### config.mk
export PLATFORM = sky130hd
export DESIGN_NAME = sbcf_device_flat
export DESIGN_NICKNAME = d
export VERILOG_FILES = /design/src/logic/sbcf_pkg.sv /design/src/logic/sbcf_link_if.sv /design/src/logic/sbcf_device.sv /design/src/flat_wrapper.sv
export SDC_FILE = /design/constraint.sdc
export NUM_CORES = 1
export LEC_CHECK = 0
export BUFFER_PORTS_ARGS = -buffer_cell sky130_fd_sc_hd__buf_2
export CELL_PAD_IN_SITES_DETAIL_PLACEMENT = 1
export CELL_PAD_IN_SITES_GLOBAL_PLACEMENT = 1
export CORE_AREA = 2 2 157 159
export DETAILED_ROUTE_END_ITERATION = 7
export DIE_AREA = 0 0 159 161
export GPL_TIMING_DRIVEN = 0
export PLACE_DENSITY = 0.85
export RECOVER_POWER = 100
export REMOVE_ABC_BUFFERS = 1
export SYNTH_ARGS = -nofsm -noshare
export SYNTH_HDL_FRONTEND = slang
export SYNTH_SLANG_ARGS = --single-unit
### constraint.sdc
create_clock -name mclk -period 3.9 [get_ports mclk]
set_input_delay 0.39 -clock mclk [delete_from_list [all_inputs] [get_ports mclk]]
set_output_delay 0.39 -clock mclk [all_outputs]
set_load 0.1 [all_outputs]
### src/logic/sbcf_pkg.sv
// shared constants, offsets and helpers for the screen block and cursor form bank
package sbcf_pkg;

    // ==========================================================
    // device register offsets
    localparam logic [15:0] SBCF_B1_LO = 16'h800B;
    localparam logic [15:0] SBCF_B1_HI = 16'h800C;
    localparam logic [15:0] SBCF_L1_LINES = 16'h800D;
    localparam logic [15:0] SBCF_B2_LO = 16'h800E;
    localparam logic [15:0] SBCF_B2_HI = 16'h800F;
    localparam logic [15:0] SBCF_L2_LINES = 16'h8010;
    localparam logic [15:0] SBCF_B3_LO = 16'h8011;
    localparam logic [15:0] SBCF_B3_HI = 16'h8012;
    localparam logic [15:0] SBCF_B4_LO = 16'h8013;
    localparam logic [15:0] SBCF_B4_HI = 16'h8014;
    localparam logic [15:0] SBCF_CUR_WIDTH = 16'h8015;
    localparam logic [15:0] SBCF_CUR_SHAPE = 16'h8016;
    localparam logic [15:0] SBCF_HI_STEP = 16'h0001;

    // ==========================================================
    // field positions and reset values
    localparam int SBCF_SHAPE_BIT = 7;
    localparam logic [15:0] SBCF_ADDR_RST = 16'h0000;
    localparam logic [7:0] SBCF_BYTE_RST = 8'h00;
    localparam logic [3:0] SBCF_NIB_RST = 4'h0;
    localparam logic [7:0] SBCF_ONE_LINE = 8'h01;

    // command code, value arbitrary
    localparam logic [7:0] SBCF_CSR_FORM_CMD = 8'hA1;

    // ==========================================================
    // host user port offsets
    localparam logic [3:0] SBCF_U_ADDR_VAL = 4'h0;
    localparam logic [3:0] SBCF_U_ADDR_GO = 4'h1;
    localparam logic [3:0] SBCF_U_LINES_GO = 4'h2;
    localparam logic [3:0] SBCF_U_CURSOR_GO = 4'h3;
    localparam logic [3:0] SBCF_U_CHAR_SIZE = 4'h4;
    localparam logic [3:0] SBCF_U_READ_GO = 4'h5;
    localparam logic [3:0] SBCF_U_READ_DATA = 4'h6;
    localparam logic [3:0] SBCF_U_STATUS = 4'h7;

    typedef enum logic [2:0] {
        SBCF_IDLE, SBCF_WR_LO, SBCF_WR_HI, SBCF_WR_L1, SBCF_WR_L2, SBCF_RD1, SBCF_RD2
    } sbcf_host_state_e;

    // ==========================================================
    // low byte address of a start address pair, block index 0..3
    function automatic logic [15:0] sbcf_start_lo(input logic [1:0] blk);
        case (blk)
            2'h0: sbcf_start_lo = SBCF_B1_LO;
            2'h1: sbcf_start_lo = SBCF_B2_LO;
            2'h2: sbcf_start_lo = SBCF_B3_LO;
            default: sbcf_start_lo = SBCF_B4_LO;
        endcase
    endfunction : sbcf_start_lo

    function automatic logic [15:0] sbcf_start_hi(input logic [1:0] blk);
        sbcf_start_hi = sbcf_start_lo(blk) + SBCF_HI_STEP;
    endfunction : sbcf_start_hi

    // smaller of two bytes
    function automatic logic [7:0] sbcf_min8(input logic [7:0] a, input logic [7:0] b);
        sbcf_min8 = (a < b) ? a : b;
    endfunction : sbcf_min8

    // distance between two bytes
    function automatic logic [7:0] sbcf_dist8(input logic [7:0] a, input logic [7:0] b);
        sbcf_dist8 = (a > b) ? 8'(a - b) : 8'(b - a);
    endfunction : sbcf_dist8

endpackage : sbcf_pkg

### src/logic/sbcf_link_if.sv
// link between the host end and the configuration bank
`timescale 1ns/1ns
interface sbcf_link_if;
    logic wr;
    logic rd;
    logic [15:0] addr;
    logic [7:0] wdata;
    logic [7:0] rdata;
    logic cmd;
    logic [7:0] cmd_code;
    logic [15:0] cmd_params;

    modport host (
        output wr,
        output rd,
        output addr,
        output wdata,
        output cmd,
        output cmd_code,
        output cmd_params,
        input rdata
    );

    modport dev (
        input wr,
        input rd,
        input addr,
        input wdata,
        input cmd,
        input cmd_code,
        input cmd_params,
        output rdata
    );
endinterface : sbcf_link_if

### src/logic/sbcf_device.sv
// screen block and cursor form configuration bank, device end
//
// The strobed register port was left to the implementer.
`timescale 1ns/1ns
// ==========================================================
// Notes on behaviour
// - low byte first; address switches on high
// - single panel partition adds block three
// - single, unpartitioned: both counts frame plus one
// - single: block three lines is smaller count
// - dual: blocks three, four derived from frame count
// - dual: blank count gap to half frame
// - cursor form command loads both cursor registers
// - width field is pixels minus one
// - host keeps width within character width
// - shape bit: 0 underscore, 1 block
// - graphics mode needs block cursor
// - underscore: vertical field is underline row
// - block: vertical field is height minus one
// - host keeps height within character height
// - line count registers hold lines minus one
module sbcf_device
    import sbcf_pkg::*;
(
    input wire logic mclk,
    input wire logic rst,
    sbcf_link_if.dev link,
    input wire logic dual_panel_sel,
    input wire logic [7:0] frame_line_count,
    output logic [15:0] block_one_start_address,
    output logic [15:0] block_two_start_address,
    output logic [15:0] block_three_start_address,
    output logic [15:0] block_four_start_address,
    output logic [7:0] layer_one_block_lines,
    output logic [7:0] layer_two_block_lines,
    output logic [7:0] block_three_lines,
    output logic [7:0] block_four_lines,
    output logic block_three_active,
    output logic [7:0] layer_one_blank_lines,
    output logic [7:0] layer_two_blank_lines,
    output logic [3:0] cursor_width,
    output logic cursor_shape_select,
    output logic [3:0] cursor_vertical_field,
    output logic [3:0] cursor_underline_row,
    output logic [3:0] cursor_block_height
);

    // ==========================================================
    // state
    typedef struct packed {
        logic [3:0][15:0] start_addr;
        logic [3:0][7:0] lo_shadow;
        logic [7:0] lay1_lines;
        logic [7:0] lay2_lines;
        logic [3:0] cur_width;
        logic cur_shape;
        logic [3:0] cur_vert;
        logic [7:0] rdata;
        logic [7:0] blk3_lines;
        logic [7:0] blk4_lines;
        logic blk3_active;
        logic [7:0] blank1;
        logic [7:0] blank2;
        logic [3:0] ul_row;
        logic [3:0] blk_height;
    } sbcf_dev_s;

    sbcf_dev_s st_ff;
    sbcf_dev_s nxt_st;

    // ==========================================================
    // next state
    always_comb begin
        logic [7:0] smaller;
        logic [8:0] frame_plus;
        logic [7:0] half_frame;
        smaller = sbcf_min8(st_ff.lay1_lines, st_ff.lay2_lines);
        frame_plus = {1'b0, frame_line_count} + 9'h001;
        half_frame = frame_plus[8:1];
        nxt_st = st_ff;
        nxt_st.rdata = SBCF_BYTE_RST;

        // register writes
        if (link.wr) begin
            for (int i = 0; i < 4; i++) begin
                if (link.addr == sbcf_start_lo(2'(i))) begin
                    nxt_st.lo_shadow[i] = link.wdata;
                end else if (link.addr == sbcf_start_hi(2'(i))) begin
                    nxt_st.start_addr[i] = {link.wdata, st_ff.lo_shadow[i]};
                end
            end
            if (link.addr == SBCF_L1_LINES) begin
                nxt_st.lay1_lines = link.wdata;
            end else if (link.addr == SBCF_L2_LINES) begin
                nxt_st.lay2_lines = link.wdata;
            end else if (link.addr == SBCF_CUR_WIDTH) begin
                nxt_st.cur_width = link.wdata[3:0];
            end else if (link.addr == SBCF_CUR_SHAPE) begin
                nxt_st.cur_shape = link.wdata[SBCF_SHAPE_BIT];
                nxt_st.cur_vert = link.wdata[3:0];
            end
        end

        // indirect cursor form command
        if (link.cmd && link.cmd_code == SBCF_CSR_FORM_CMD) begin
            nxt_st.cur_width = link.cmd_params[3:0];
            nxt_st.cur_shape = link.cmd_params[8 + SBCF_SHAPE_BIT];
            nxt_st.cur_vert = link.cmd_params[11:8];
        end

        // register reads, data in the next cycle
        if (link.rd) begin
            for (int i = 0; i < 4; i++) begin
                if (link.addr == sbcf_start_lo(2'(i))) begin
                    nxt_st.rdata = st_ff.lo_shadow[i];
                end else if (link.addr == sbcf_start_hi(2'(i))) begin
                    nxt_st.rdata = st_ff.start_addr[i][15:8];
                end
            end
            if (link.addr == SBCF_L1_LINES) begin
                nxt_st.rdata = st_ff.lay1_lines;
            end else if (link.addr == SBCF_L2_LINES) begin
                nxt_st.rdata = st_ff.lay2_lines;
            end else if (link.addr == SBCF_CUR_WIDTH) begin
                nxt_st.rdata = {4'h0, st_ff.cur_width};
            end else if (link.addr == SBCF_CUR_SHAPE) begin
                nxt_st.rdata = {st_ff.cur_shape, 3'h0, st_ff.cur_vert};
            end
        end

        // derived block sizes and blanking
        if (dual_panel_sel) begin
            nxt_st.blk3_lines = 8'(frame_line_count >> 1);
            nxt_st.blk4_lines = 8'(frame_line_count >> 1);
            nxt_st.blk3_active = 1'b1;
            nxt_st.blank1 = sbcf_dist8(st_ff.lay1_lines, half_frame);
            nxt_st.blank2 = sbcf_dist8(st_ff.lay2_lines, half_frame);
        end else begin
            nxt_st.blk3_lines = smaller;
            nxt_st.blk4_lines = SBCF_BYTE_RST;
            nxt_st.blk3_active = (smaller < frame_line_count);
            nxt_st.blank1 = SBCF_BYTE_RST;
            nxt_st.blank2 = SBCF_BYTE_RST;
        end

        // cursor vertical field meaning by shape
        nxt_st.ul_row = st_ff.cur_shape ? SBCF_NIB_RST : st_ff.cur_vert;
        nxt_st.blk_height = st_ff.cur_shape ? st_ff.cur_vert : SBCF_NIB_RST;
    end

    // ==========================================================
    // registers
    always_ff @(posedge mclk) begin
        if (rst) begin
            st_ff.start_addr <= {4{SBCF_ADDR_RST}};
            st_ff.lo_shadow <= {4{SBCF_BYTE_RST}};
            st_ff.lay1_lines <= SBCF_BYTE_RST;
            st_ff.lay2_lines <= SBCF_BYTE_RST;
            st_ff.cur_width <= SBCF_NIB_RST;
            st_ff.cur_shape <= 1'b0;
            st_ff.cur_vert <= SBCF_NIB_RST;
            st_ff.rdata <= SBCF_BYTE_RST;
            st_ff.blk3_lines <= SBCF_BYTE_RST;
            st_ff.blk4_lines <= SBCF_BYTE_RST;
            st_ff.blk3_active <= 1'b0;
            st_ff.blank1 <= SBCF_BYTE_RST;
            st_ff.blank2 <= SBCF_BYTE_RST;
            st_ff.ul_row <= SBCF_NIB_RST;
            st_ff.blk_height <= SBCF_NIB_RST;
        end else begin
            st_ff <= nxt_st;
        end
    end

    // ==========================================================
    // outputs
    assign link.rdata = st_ff.rdata;
    assign block_one_start_address = st_ff.start_addr[0];
    assign block_two_start_address = st_ff.start_addr[1];
    assign block_three_start_address = st_ff.start_addr[2];
    assign block_four_start_address = st_ff.start_addr[3];
    assign layer_one_block_lines = st_ff.lay1_lines;
    assign layer_two_block_lines = st_ff.lay2_lines;
    assign block_three_lines = st_ff.blk3_lines;
    assign block_four_lines = st_ff.blk4_lines;
    assign block_three_active = st_ff.blk3_active;
    assign layer_one_blank_lines = st_ff.blank1;
    assign layer_two_blank_lines = st_ff.blank2;
    assign cursor_width = st_ff.cur_width;
    assign cursor_shape_select = st_ff.cur_shape;
    assign cursor_vertical_field = st_ff.cur_vert;
    assign cursor_underline_row = st_ff.ul_row;
    assign cursor_block_height = st_ff.blk_height;

endmodule : sbcf_device

### src/flat_wrapper.sv
// flat-port wrapper written by rule: the top's interface ports become plain ports
module sbcf_device_flat import sbcf_pkg::*;
  (mclk, rst, dual_panel_sel, frame_line_count, block_one_start_address, block_two_start_address, block_three_start_address, block_four_start_address, layer_one_block_lines, layer_two_block_lines, block_three_lines, block_four_lines, block_three_active, layer_one_blank_lines, layer_two_blank_lines, cursor_width, cursor_shape_select, cursor_vertical_field, cursor_underline_row, cursor_block_height, link_wr, link_rd, link_addr, link_wdata, link_cmd, link_cmd_code, link_cmd_params, link_rdata);
  sbcf_link_if link_i ();
  input wire logic mclk;
  input wire logic rst;
  input wire logic dual_panel_sel;
  input wire logic [7:0] frame_line_count;
  output logic [15:0] block_one_start_address;
  output logic [15:0] block_two_start_address;
  output logic [15:0] block_three_start_address;
  output logic [15:0] block_four_start_address;
  output logic [7:0] layer_one_block_lines;
  output logic [7:0] layer_two_block_lines;
  output logic [7:0] block_three_lines;
  output logic [7:0] block_four_lines;
  output logic block_three_active;
  output logic [7:0] layer_one_blank_lines;
  output logic [7:0] layer_two_blank_lines;
  output logic [3:0] cursor_width;
  output logic cursor_shape_select;
  output logic [3:0] cursor_vertical_field;
  output logic [3:0] cursor_underline_row;
  output logic [3:0] cursor_block_height;
  input wire logic [$bits(link_i.wr)-1:0] link_wr;
  input wire logic [$bits(link_i.rd)-1:0] link_rd;
  input wire logic [$bits(link_i.addr)-1:0] link_addr;
  input wire logic [$bits(link_i.wdata)-1:0] link_wdata;
  input wire logic [$bits(link_i.cmd)-1:0] link_cmd;
  input wire logic [$bits(link_i.cmd_code)-1:0] link_cmd_code;
  input wire logic [$bits(link_i.cmd_params)-1:0] link_cmd_params;
  output wire logic [$bits(link_i.rdata)-1:0] link_rdata;
  assign link_i.wr = link_wr;
  assign link_i.rd = link_rd;
  assign link_i.addr = link_addr;
  assign link_i.wdata = link_wdata;
  assign link_i.cmd = link_cmd;
  assign link_i.cmd_code = link_cmd_code;
  assign link_i.cmd_params = link_cmd_params;
  assign link_rdata = link_i.rdata;
  sbcf_device u_core (.mclk(mclk), .rst(rst), .link(link_i), .dual_panel_sel(dual_panel_sel), .frame_line_count(frame_line_count), .block_one_start_address(block_one_start_address), .block_two_start_address(block_two_start_address), .block_three_start_address(block_three_start_address), .block_four_start_address(block_four_start_address), .layer_one_block_lines(layer_one_block_lines), .layer_two_block_lines(layer_two_block_lines), .block_three_lines(block_three_lines), .block_four_lines(block_four_lines), .block_three_active(block_three_active), .layer_one_blank_lines(layer_one_blank_lines), .layer_two_blank_lines(layer_two_blank_lines), .cursor_width(cursor_width), .cursor_shape_select(cursor_shape_select), .cursor_vertical_field(cursor_vertical_field), .cursor_underline_row(cursor_underline_row), .cursor_block_height(cursor_block_height));
endmodule
==> results.sh, run 1 <==
export IMPL_num_vias=8173
export IMPL_p_int_mw=2.72
export IMPL_rsz0062_at_grt="no"
export IMPL_period_share_pct=96.2
export IMPL_cts_tree="built"
export IMPL_ys_flop_type="dfxtp_1"
export IMPL_drive_gt1_share_pct=9.54
export IMPL_yosysWarningCount=0
export IMPL_synth_edf_count=0
export IMPL_dieArea_um2=25600
export IMPL_p_comb_share_pct=10.8
export IMPL_worst_pin_slew_ns=2.74
export IMPL_clockBufferDepth=2
export IMPL_worstPathMaxFanout=9
export IMPL_synth_seq_cells=169
export IMPL_yosys_area_top_type="dfxtp_1"
export IMPL_final_antenna_net_count=0
export IMPL_cts_sinks=169
export IMPL_grt_pass1_vias=8245
export IMPL_max_freq_ghz=0.266
export IMPL_clk_pin_slew_ns=0.07
export IMPL_drt_iter0_drc=505
export IMPL_fin_crit_ns=3.75
export IMPL_antenna_found_initial=1
export IMPL_async_flop_share_pct=0
export IMPL_p_sw_mw=1.18
export IMPL_synth_top_cell_area_share_pct=36.1
export IMPL_grt_pass1_wl_um=46200
export IMPL_p_seq_share_pct=44.7
export IMPL_grt_busiest_layer="met2"
export IMPL_grtUsageTotal_pct=22.8
export IMPL_io_pins=200
export IMPL_cts_root_buf="clkbuf_16"
export IMPL_cts_inserted_buffers=17
export IMPL_synth_cells=1158
export IMPL_cts_hold_buf=0
export IMPL_grtUsageMet1_pct=28.5
export IMPL_setup_violations_final=0
export IMPL_wire_per_inst_um=19.5
export IMPL_rows=57
export IMPL_die_h_um=161
export IMPL_hold_viol=0
export IMPL_start_util_pct=39.1
export IMPL_h_tree_depth=4
export IMPL_io_buffers=191
export IMPL_syn_area_per_cell_um2=8.09
export IMPL_dpl_hpwl_um=21800
export IMPL_area_growth_pct=5.93
export IMPL_die_w_um=159
export IMPL_synth_area_um2=9370
export IMPL_use_met2_pct=38.9
export IMPL_final_nets=1283
export IMPL_crit_buf_inv=1
export IMPL_vias_per_cell=5.41
export IMPL_synth_area_top_cells="dfxtp_1, buf_4, nand2_1"
export IMPL_critPathRequiredTime_ns=4.26
export IMPL_drt_first_pass_iters=5
export IMPL_outcome="finished, violations left"
export IMPL_violations="capacitance limit, slew limit"
export IMPL_gr_usage_met3_pct=5.83
export IMPL_cpMaxStageDelayCell="or4b_1"
export IMPL_grt_overflow_total=0
export IMPL_coreArea_um2=24000
export IMPL_pwr_share_clk_pct=44.4
export IMPL_drv_cap=3
export IMPL_ys_types=70
export IMPL_p_leak_nw=3.60
export IMPL_start_kind="input port"
export IMPL_p_sw_share_pct=30.2
export IMPL_clkLatencyLatePin_ns=0.44
export IMPL_worstPathArrival_ns=4.12
export IMPL_irDropWorstVdd_v=0.000211
export IMPL_cp_slowest_stage_delay_ns=0.68
export IMPL_slew_limit_headroom_pct=-82.4
export IMPL_power_density_nw_per_um2=393
export IMPL_crit_type="in2reg"
export IMPL_routed_wl_um=29500
export IMPL_slew_viol_final=72
export IMPL_worst_path_most_repeated_cell="ha_1"
export IMPL_drc=0
export IMPL_critical_path_top_delay_family="simple AND/OR/NAND/NOR gates"
export IMPL_fin_skew_ns=0.0151
export IMPL_path_cells="buf_2, ha_1, nand3_1, nor3_1, xnor2_1, ha_1, or3_2, o21ai_0, or4b_1, nand2_8, mux2_2, o211a_1, o21ai_2, mux2i_1"
export IMPL_gp_congestion=0.875
export IMPL_yosysSeqAreaShare_pct=36.1
export IMPL_p_total_mw=3.90
export IMPL_final_util_pct=41.4
export IMPL_hold_path_class="in2reg"
export IMPL_critPathCaptureType="flip-flop"
export IMPL_grt_max_degree=74
[cell families (layout without fill, tap and decap cells)]
family / Yosys count / count (layout) / synth area share (%)
adder cells (fa/ha/maj): 49 / 49 / 6.86
buffers and inverters: 236 / 263 / 15.0
AND/OR/NAND/NOR: 401 / 401 / 19.6
AO/OA/AOI/OAI: 247 / 247 / 16.3
XOR/XNOR: 16 / 16 / 1.50
flip-flops: 169 / 169 / 36.1
multiplexers: 39 / 39 / 4.54
other: 1 / 2 / 0.0400
[registers in the layout, indices dropped and copies added (netlist names), 16 cells and up]
signal	flops
u_core.block_one_start_address	16
u_core.st_ff	32
u_core.block_four_start_address	16
u_core.block_two_start_address	16
u_core.block_three_start_address	16
[routing by layer]
layer | share of wire (%) | wire, um | vias up
li1 | - | - | 3850
met3 | 6.9 | 2030 | 46
met4 | 2.3 | 669 | 0
met2 | 48 | 14200 | 258
met1 | 43 | 12600 | 4019
met5 | 0 | 0 | -
[synth_stat cells, types with 5 or more instances]
cell type and number:
a21oi_1 131, xnor2_1 12, and2_1 12, a31oi_1 6
nor3_1 9, a222oi_1 7, o21a_1 6, nand3_1 55
a22oi_1 7, mux2i_1 29, inv_1 38, nor2b_1 5
a21o_1 12, ha_1 45, clkbuf_1 50, a22o_1 5
o21ai_0 24, dfxtp_1 169, a211oi_1 15, nand2_1 205
buf_4 137, nor3_2 5, nand4_1 10, buf_2 7
nand2b_1 9, mux2_2 8, nor2_1 62
[metrics by stage]
step                cell area [um^2]  hold slack (ns)  std cells  TNS, ns  setup WS (ns)
floorplan                       8100            0.435        960        0          0.114
global placement                9470            0.442       1475   -18.54         -0.992
detailed placement              9520            0.445       1477   -0.198         -0.101
CTS                            10100            0.175       1509        0         0.0588
global route                    9930            0.187       1510        0         0.0841
finish                          9930            0.187       1510        0          0.147
[timing repair]
action,in CTS,in global routing
resized for setup,0,2
setup buffers,0,0
setup endpoints to repair,0,1
[path summary, 6_finish.rpt]
kind | depth (start not counted) | end | start | slack [ns]
setup reg to reg | 10 | u_core.block_three_active$_SDFF_PP0_ | u_core.layer_two_block_lines[5]$_SDFFE_PP0P_ | 0.38
hold / removal | 2 | u_core.block_three_lines[0]$_SDFF_PP0_ | dual_panel_sel | 0.19
setup / recovery | 14 | u_core.layer_one_blank_lines[7]$_SDFF_PP0_ | frame_line_count[0] | 0.15
hold reg to reg | 2 | u_core.block_three_start_address[7]$_SDFFE_PP0P_ | u_core.block_three_start_address[7]$_SDFFE_PP0P_ | 0.46
[power groups by stage]
| stage | logic [mW] | clock network (mW) | registers [mW] |
|---|---|---|---|
| after floorplan | 0.143 | 0 | 1.91 |
| after CTS | 0.427 | 1.77 | 1.75 |
| after global routing | 0.451 | 1.85 | 1.75 |
| after detailed placement | 0.425 | 0 | 1.79 |
| final | 0.424 | 1.73 | 1.75 |
| after global placement | 0.413 | 0 | 1.78 |
[placed cells by master (no fill, tap or decap), drive strengths merged, types with 7 or more instances in the layout]
cell type	count
a211oi	15
a21o	13
a21oi	131
a222oi	7
a22oi	7
and2	12
buf	54
clkbuf	156
clkinv	9
dfxtp	169
ha	45
inv	44
mux2	8
mux2i	29
nand2	207
nand2b	9
nand3	55
nand4	10
nor2	62
nor3	15
o21ai	25
xnor2	12
[layout make-up]
cell class / count / area, um^2
repair buffers: 193 / 815
fillers: 3033 / 14000
inverters: 38 / 143
well taps: 324 / 405
multi-input cells: 753 / 4550
clock buffers: 17 / 425
flip-flops and latches: 169 / 3380
clock inverters: 15 / 199
diodes: 1 / 2.50
(Power assumes the default switching activity.)
==> inputs of run 2 (changes only) <==
- CORE_AREA: 2 2 157 159 -> 2 2 155 157
- DIE_AREA: 0 0 159 161 -> 0 0 157 159
- PLACE_DENSITY: 0.85 -> 0.87
- SKIP_LAST_GASP: default -> 1
==> results.sh, run 2 (synthesized netlist as in run 1, its figures left out) <==
export IMPL_outcome="finished, violations left"
export IMPL_violations="capacitance limit, slew limit"
export IMPL_r2r_start="u_core.layer_two_block_lines[1]$_SDFFE_PP0P_"
export IMPL_finalSetupTns_ns=0
export IMPL_preCtsSetupSlack_ns=-0.0519
export IMPL_top_register="u_core.st_ff"
export IMPL_slew_limit_headroom_pct=-88.2
export IMPL_antenna_found_initial=0
export IMPL_dpl_hpwl_um=22000
export IMPL_die_h_um=159
export IMPL_final_antenna_net_count=0
export IMPL_irDropWorstVdd_v=0.000258
export IMPL_p_seq_share_pct=44.5
export IMPL_grt_overflow_total=0
export IMPL_power_density_nw_per_um2=394
export IMPL_timing_rr_end="u_core.block_three_active$_SDFF_PP0_"
export IMPL_final_nets=1283
export IMPL_whs_endpoint="u_core.block_three_lines[0]$_SDFF_PP0_"
export IMPL_worstPathArrival_ns=3.92
export IMPL_multiInputGateArea_um2=4580
export IMPL_grt_pass1_wl_um=46200
export IMPL_drt_iter0_drc=671
export IMPL_drv_cap=1
export IMPL_cts_tree="built"
export IMPL_cts_root_buf="clkbuf_16"
export IMPL_p_sw_share_pct=30.5
export IMPL_final_cell_mix="nand2_1, dfxtp_1, clkbuf_1, a21oi_1, nor2_1"
export IMPL_fin_crit_ns=3.63
export IMPL_routed_wl_um=30100
export IMPL_r2r_cells=12
export IMPL_ff2ff_setup_slack_ns=0.38
export IMPL_cp_slowest_stage_delay_ns=0.70
export IMPL_dieArea_um2=25000
export IMPL_io_buffers=191
export IMPL_hold_viol=0
export IMPL_h_tree_depth=4
export IMPL_p_leak_nw=3.61
export IMPL_hp_start="dual_panel_sel"
export IMPL_setup_violations_final=0
export IMPL_clockBufferDepth=2
export IMPL_critPathCaptureType="flip-flop"
export IMPL_p_sw_mw=1.20
export IMPL_worst_pin_slew_ns=2.82
export IMPL_p_int_mw=2.72
export IMPL_p_comb_share_pct=10.8
export IMPL_period_share_pct=93.0
export IMPL_min_path_cells=2
export IMPL_path_cells="buf_2, ha_1, nand3_1, nor3_1, xnor2_1, ha_1, or3_2, o21ai_0, or4b_1, nand2_8, mux2i_1, o21ai_0, xnor2_1, nor2_1"
export IMPL_wire_per_inst_um=20.0
export IMPL_cts_sinks=169
export IMPL_largest_reg_flops=32
export IMPL_final_util_pct=42.9
export IMPL_pwr_share_clk_pct=44.7
export IMPL_gp_congestion=0.898
export IMPL_coreArea_um2=23200
export IMPL_io_pins=200
export IMPL_area_growth_pct=6.22
export IMPL_setup_ws_ns=0.273
export IMPL_die_w_um=157
export IMPL_max_freq_ghz=0.276
export IMPL_cts_inserted_buffers=17
export IMPL_vias_per_cell=5.50
export IMPL_grtUsageTotal_pct=23.7
export IMPL_cts_hold_buf=0
export IMPL_start_util_pct=40.4
export IMPL_n_antenna_cell=0
export IMPL_final_common_cell="nand2_1"
export IMPL_regArea_um2=3380
export IMPL_drc=0
export IMPL_clk_pin_slew_ns=0.08
export IMPL_fillers=2930
export IMPL_start_kind="input port"
export IMPL_cpMaxStageDelayCell="or4b_1"
export IMPL_worstPathMaxFanout=9
export IMPL_rows=56
export IMPL_rsz0062_at_grt="no"
export IMPL_fin_skew_ns=0.0145
export IMPL_drt_first_pass_iters=5
export IMPL_drive_gt1_share_pct=9.87
export IMPL_critPathRequiredTime_ns=4.19
export IMPL_hold_path_class="in2reg"
export IMPL_num_vias=8270
export IMPL_slew_viol_final=62
export IMPL_grt_max_degree=69
export IMPL_clkLatencyLatePin_ns=0.44
export IMPL_whs_ns=0.189
export IMPL_grt_pass1_vias=8439
export IMPL_crit_type="in2reg"
run 2: final cells by class:
class / count / area share, %
sequential: 169 / 34.0
clock inverter: 15 / 2.02
clock buffer: 17 / 4.27
timing repair buffer: 193 / 8.26
multi-input combinational: 753 / 46.0
tap: 319 / 4.01
inverter: 38 / 1.43
run 2: worst max-delay path by stage:
stage | end | slack (ns) | cells past startpoint | from
finish | u_core.layer_one_blank_lines[3]$_SDFF_PP0_ | 0.27 | 14 | frame_line_count[0]
global route | u_core.block_three_active$_SDFF_PP0_ | 0.11 | 12 | u_core.layer_two_block_lines[1]$_SDFFE_PP0P_
CTS | u_core.block_three_active$_SDFF_PP0_ | 0.06 | 12 | u_core.layer_two_block_lines[1]$_SDFFE_PP0P_
detailed placement | u_core.layer_two_blank_lines[5]$_SDFF_PP0_ | -0.05 | 13 | frame_line_count[0]
global placement | u_core.block_three_start_address[3]$_SDFFE_PP0P_ | -1.10 | 7 | link_addr[13]
floorplan | u_core.block_three_active$_SDFF_PP0_ | 0.11 | 12 | u_core.layer_two_block_lines[1]$_SDFFE_PP0P_
run 2: power groups by stage:
stage | clock network [mW] | registers, mW | logic (mW)
after CTS | 1.78 | 1.75 | 0.426
final | 1.75 | 1.75 | 0.424
after global placement | 0 | 1.79 | 0.408
after detailed placement | 0 | 1.79 | 0.423
after floorplan | 0 | 1.91 | 0.143
after global routing | 1.85 | 1.75 | 0.451
run 2: metrics by stage:
step	instances	total power, mW	cell area [um^2]
floorplan	960	2.05	8100
global placement	1470	2.19	9460
detailed placement	1472	2.21	9510
CTS	1504	3.95	10100
global route	1504	4.04	9950
finish	1504	3.92	9950
run 2: worst max-delay path, delay by kind of cell:
| kind | cells | cell delay, ns |
|---|---|---|
| adder cells (fa/ha/maj) | 2 | 0.72 |
| XOR/XNOR | 2 | 0.40 |
| AO/OA/AOI/OAI | 2 | 0.35 |
| AND/OR/NAND/NOR | 6 | 1.54 |
| buffers and inverters | 1 | 0.13 |
| multiplexers | 1 | 0.38 |
run 2: layer usage:
metal  part of all wire, %  global-route usage [%]
met1                    41                    29.8
met2                    49                    40.5
met4                   2.6                    8.26
met3                   7.4                    4.27
met5                     0                       0
run 2: timing repair:
| item | 4_1_cts | 5_1_grt |
|---|---|---|
| resized for setup | 0 | 4 |
| endpoints found under the setup margin | 0 | 1 |
| buffers inserted | 0 | 0 |
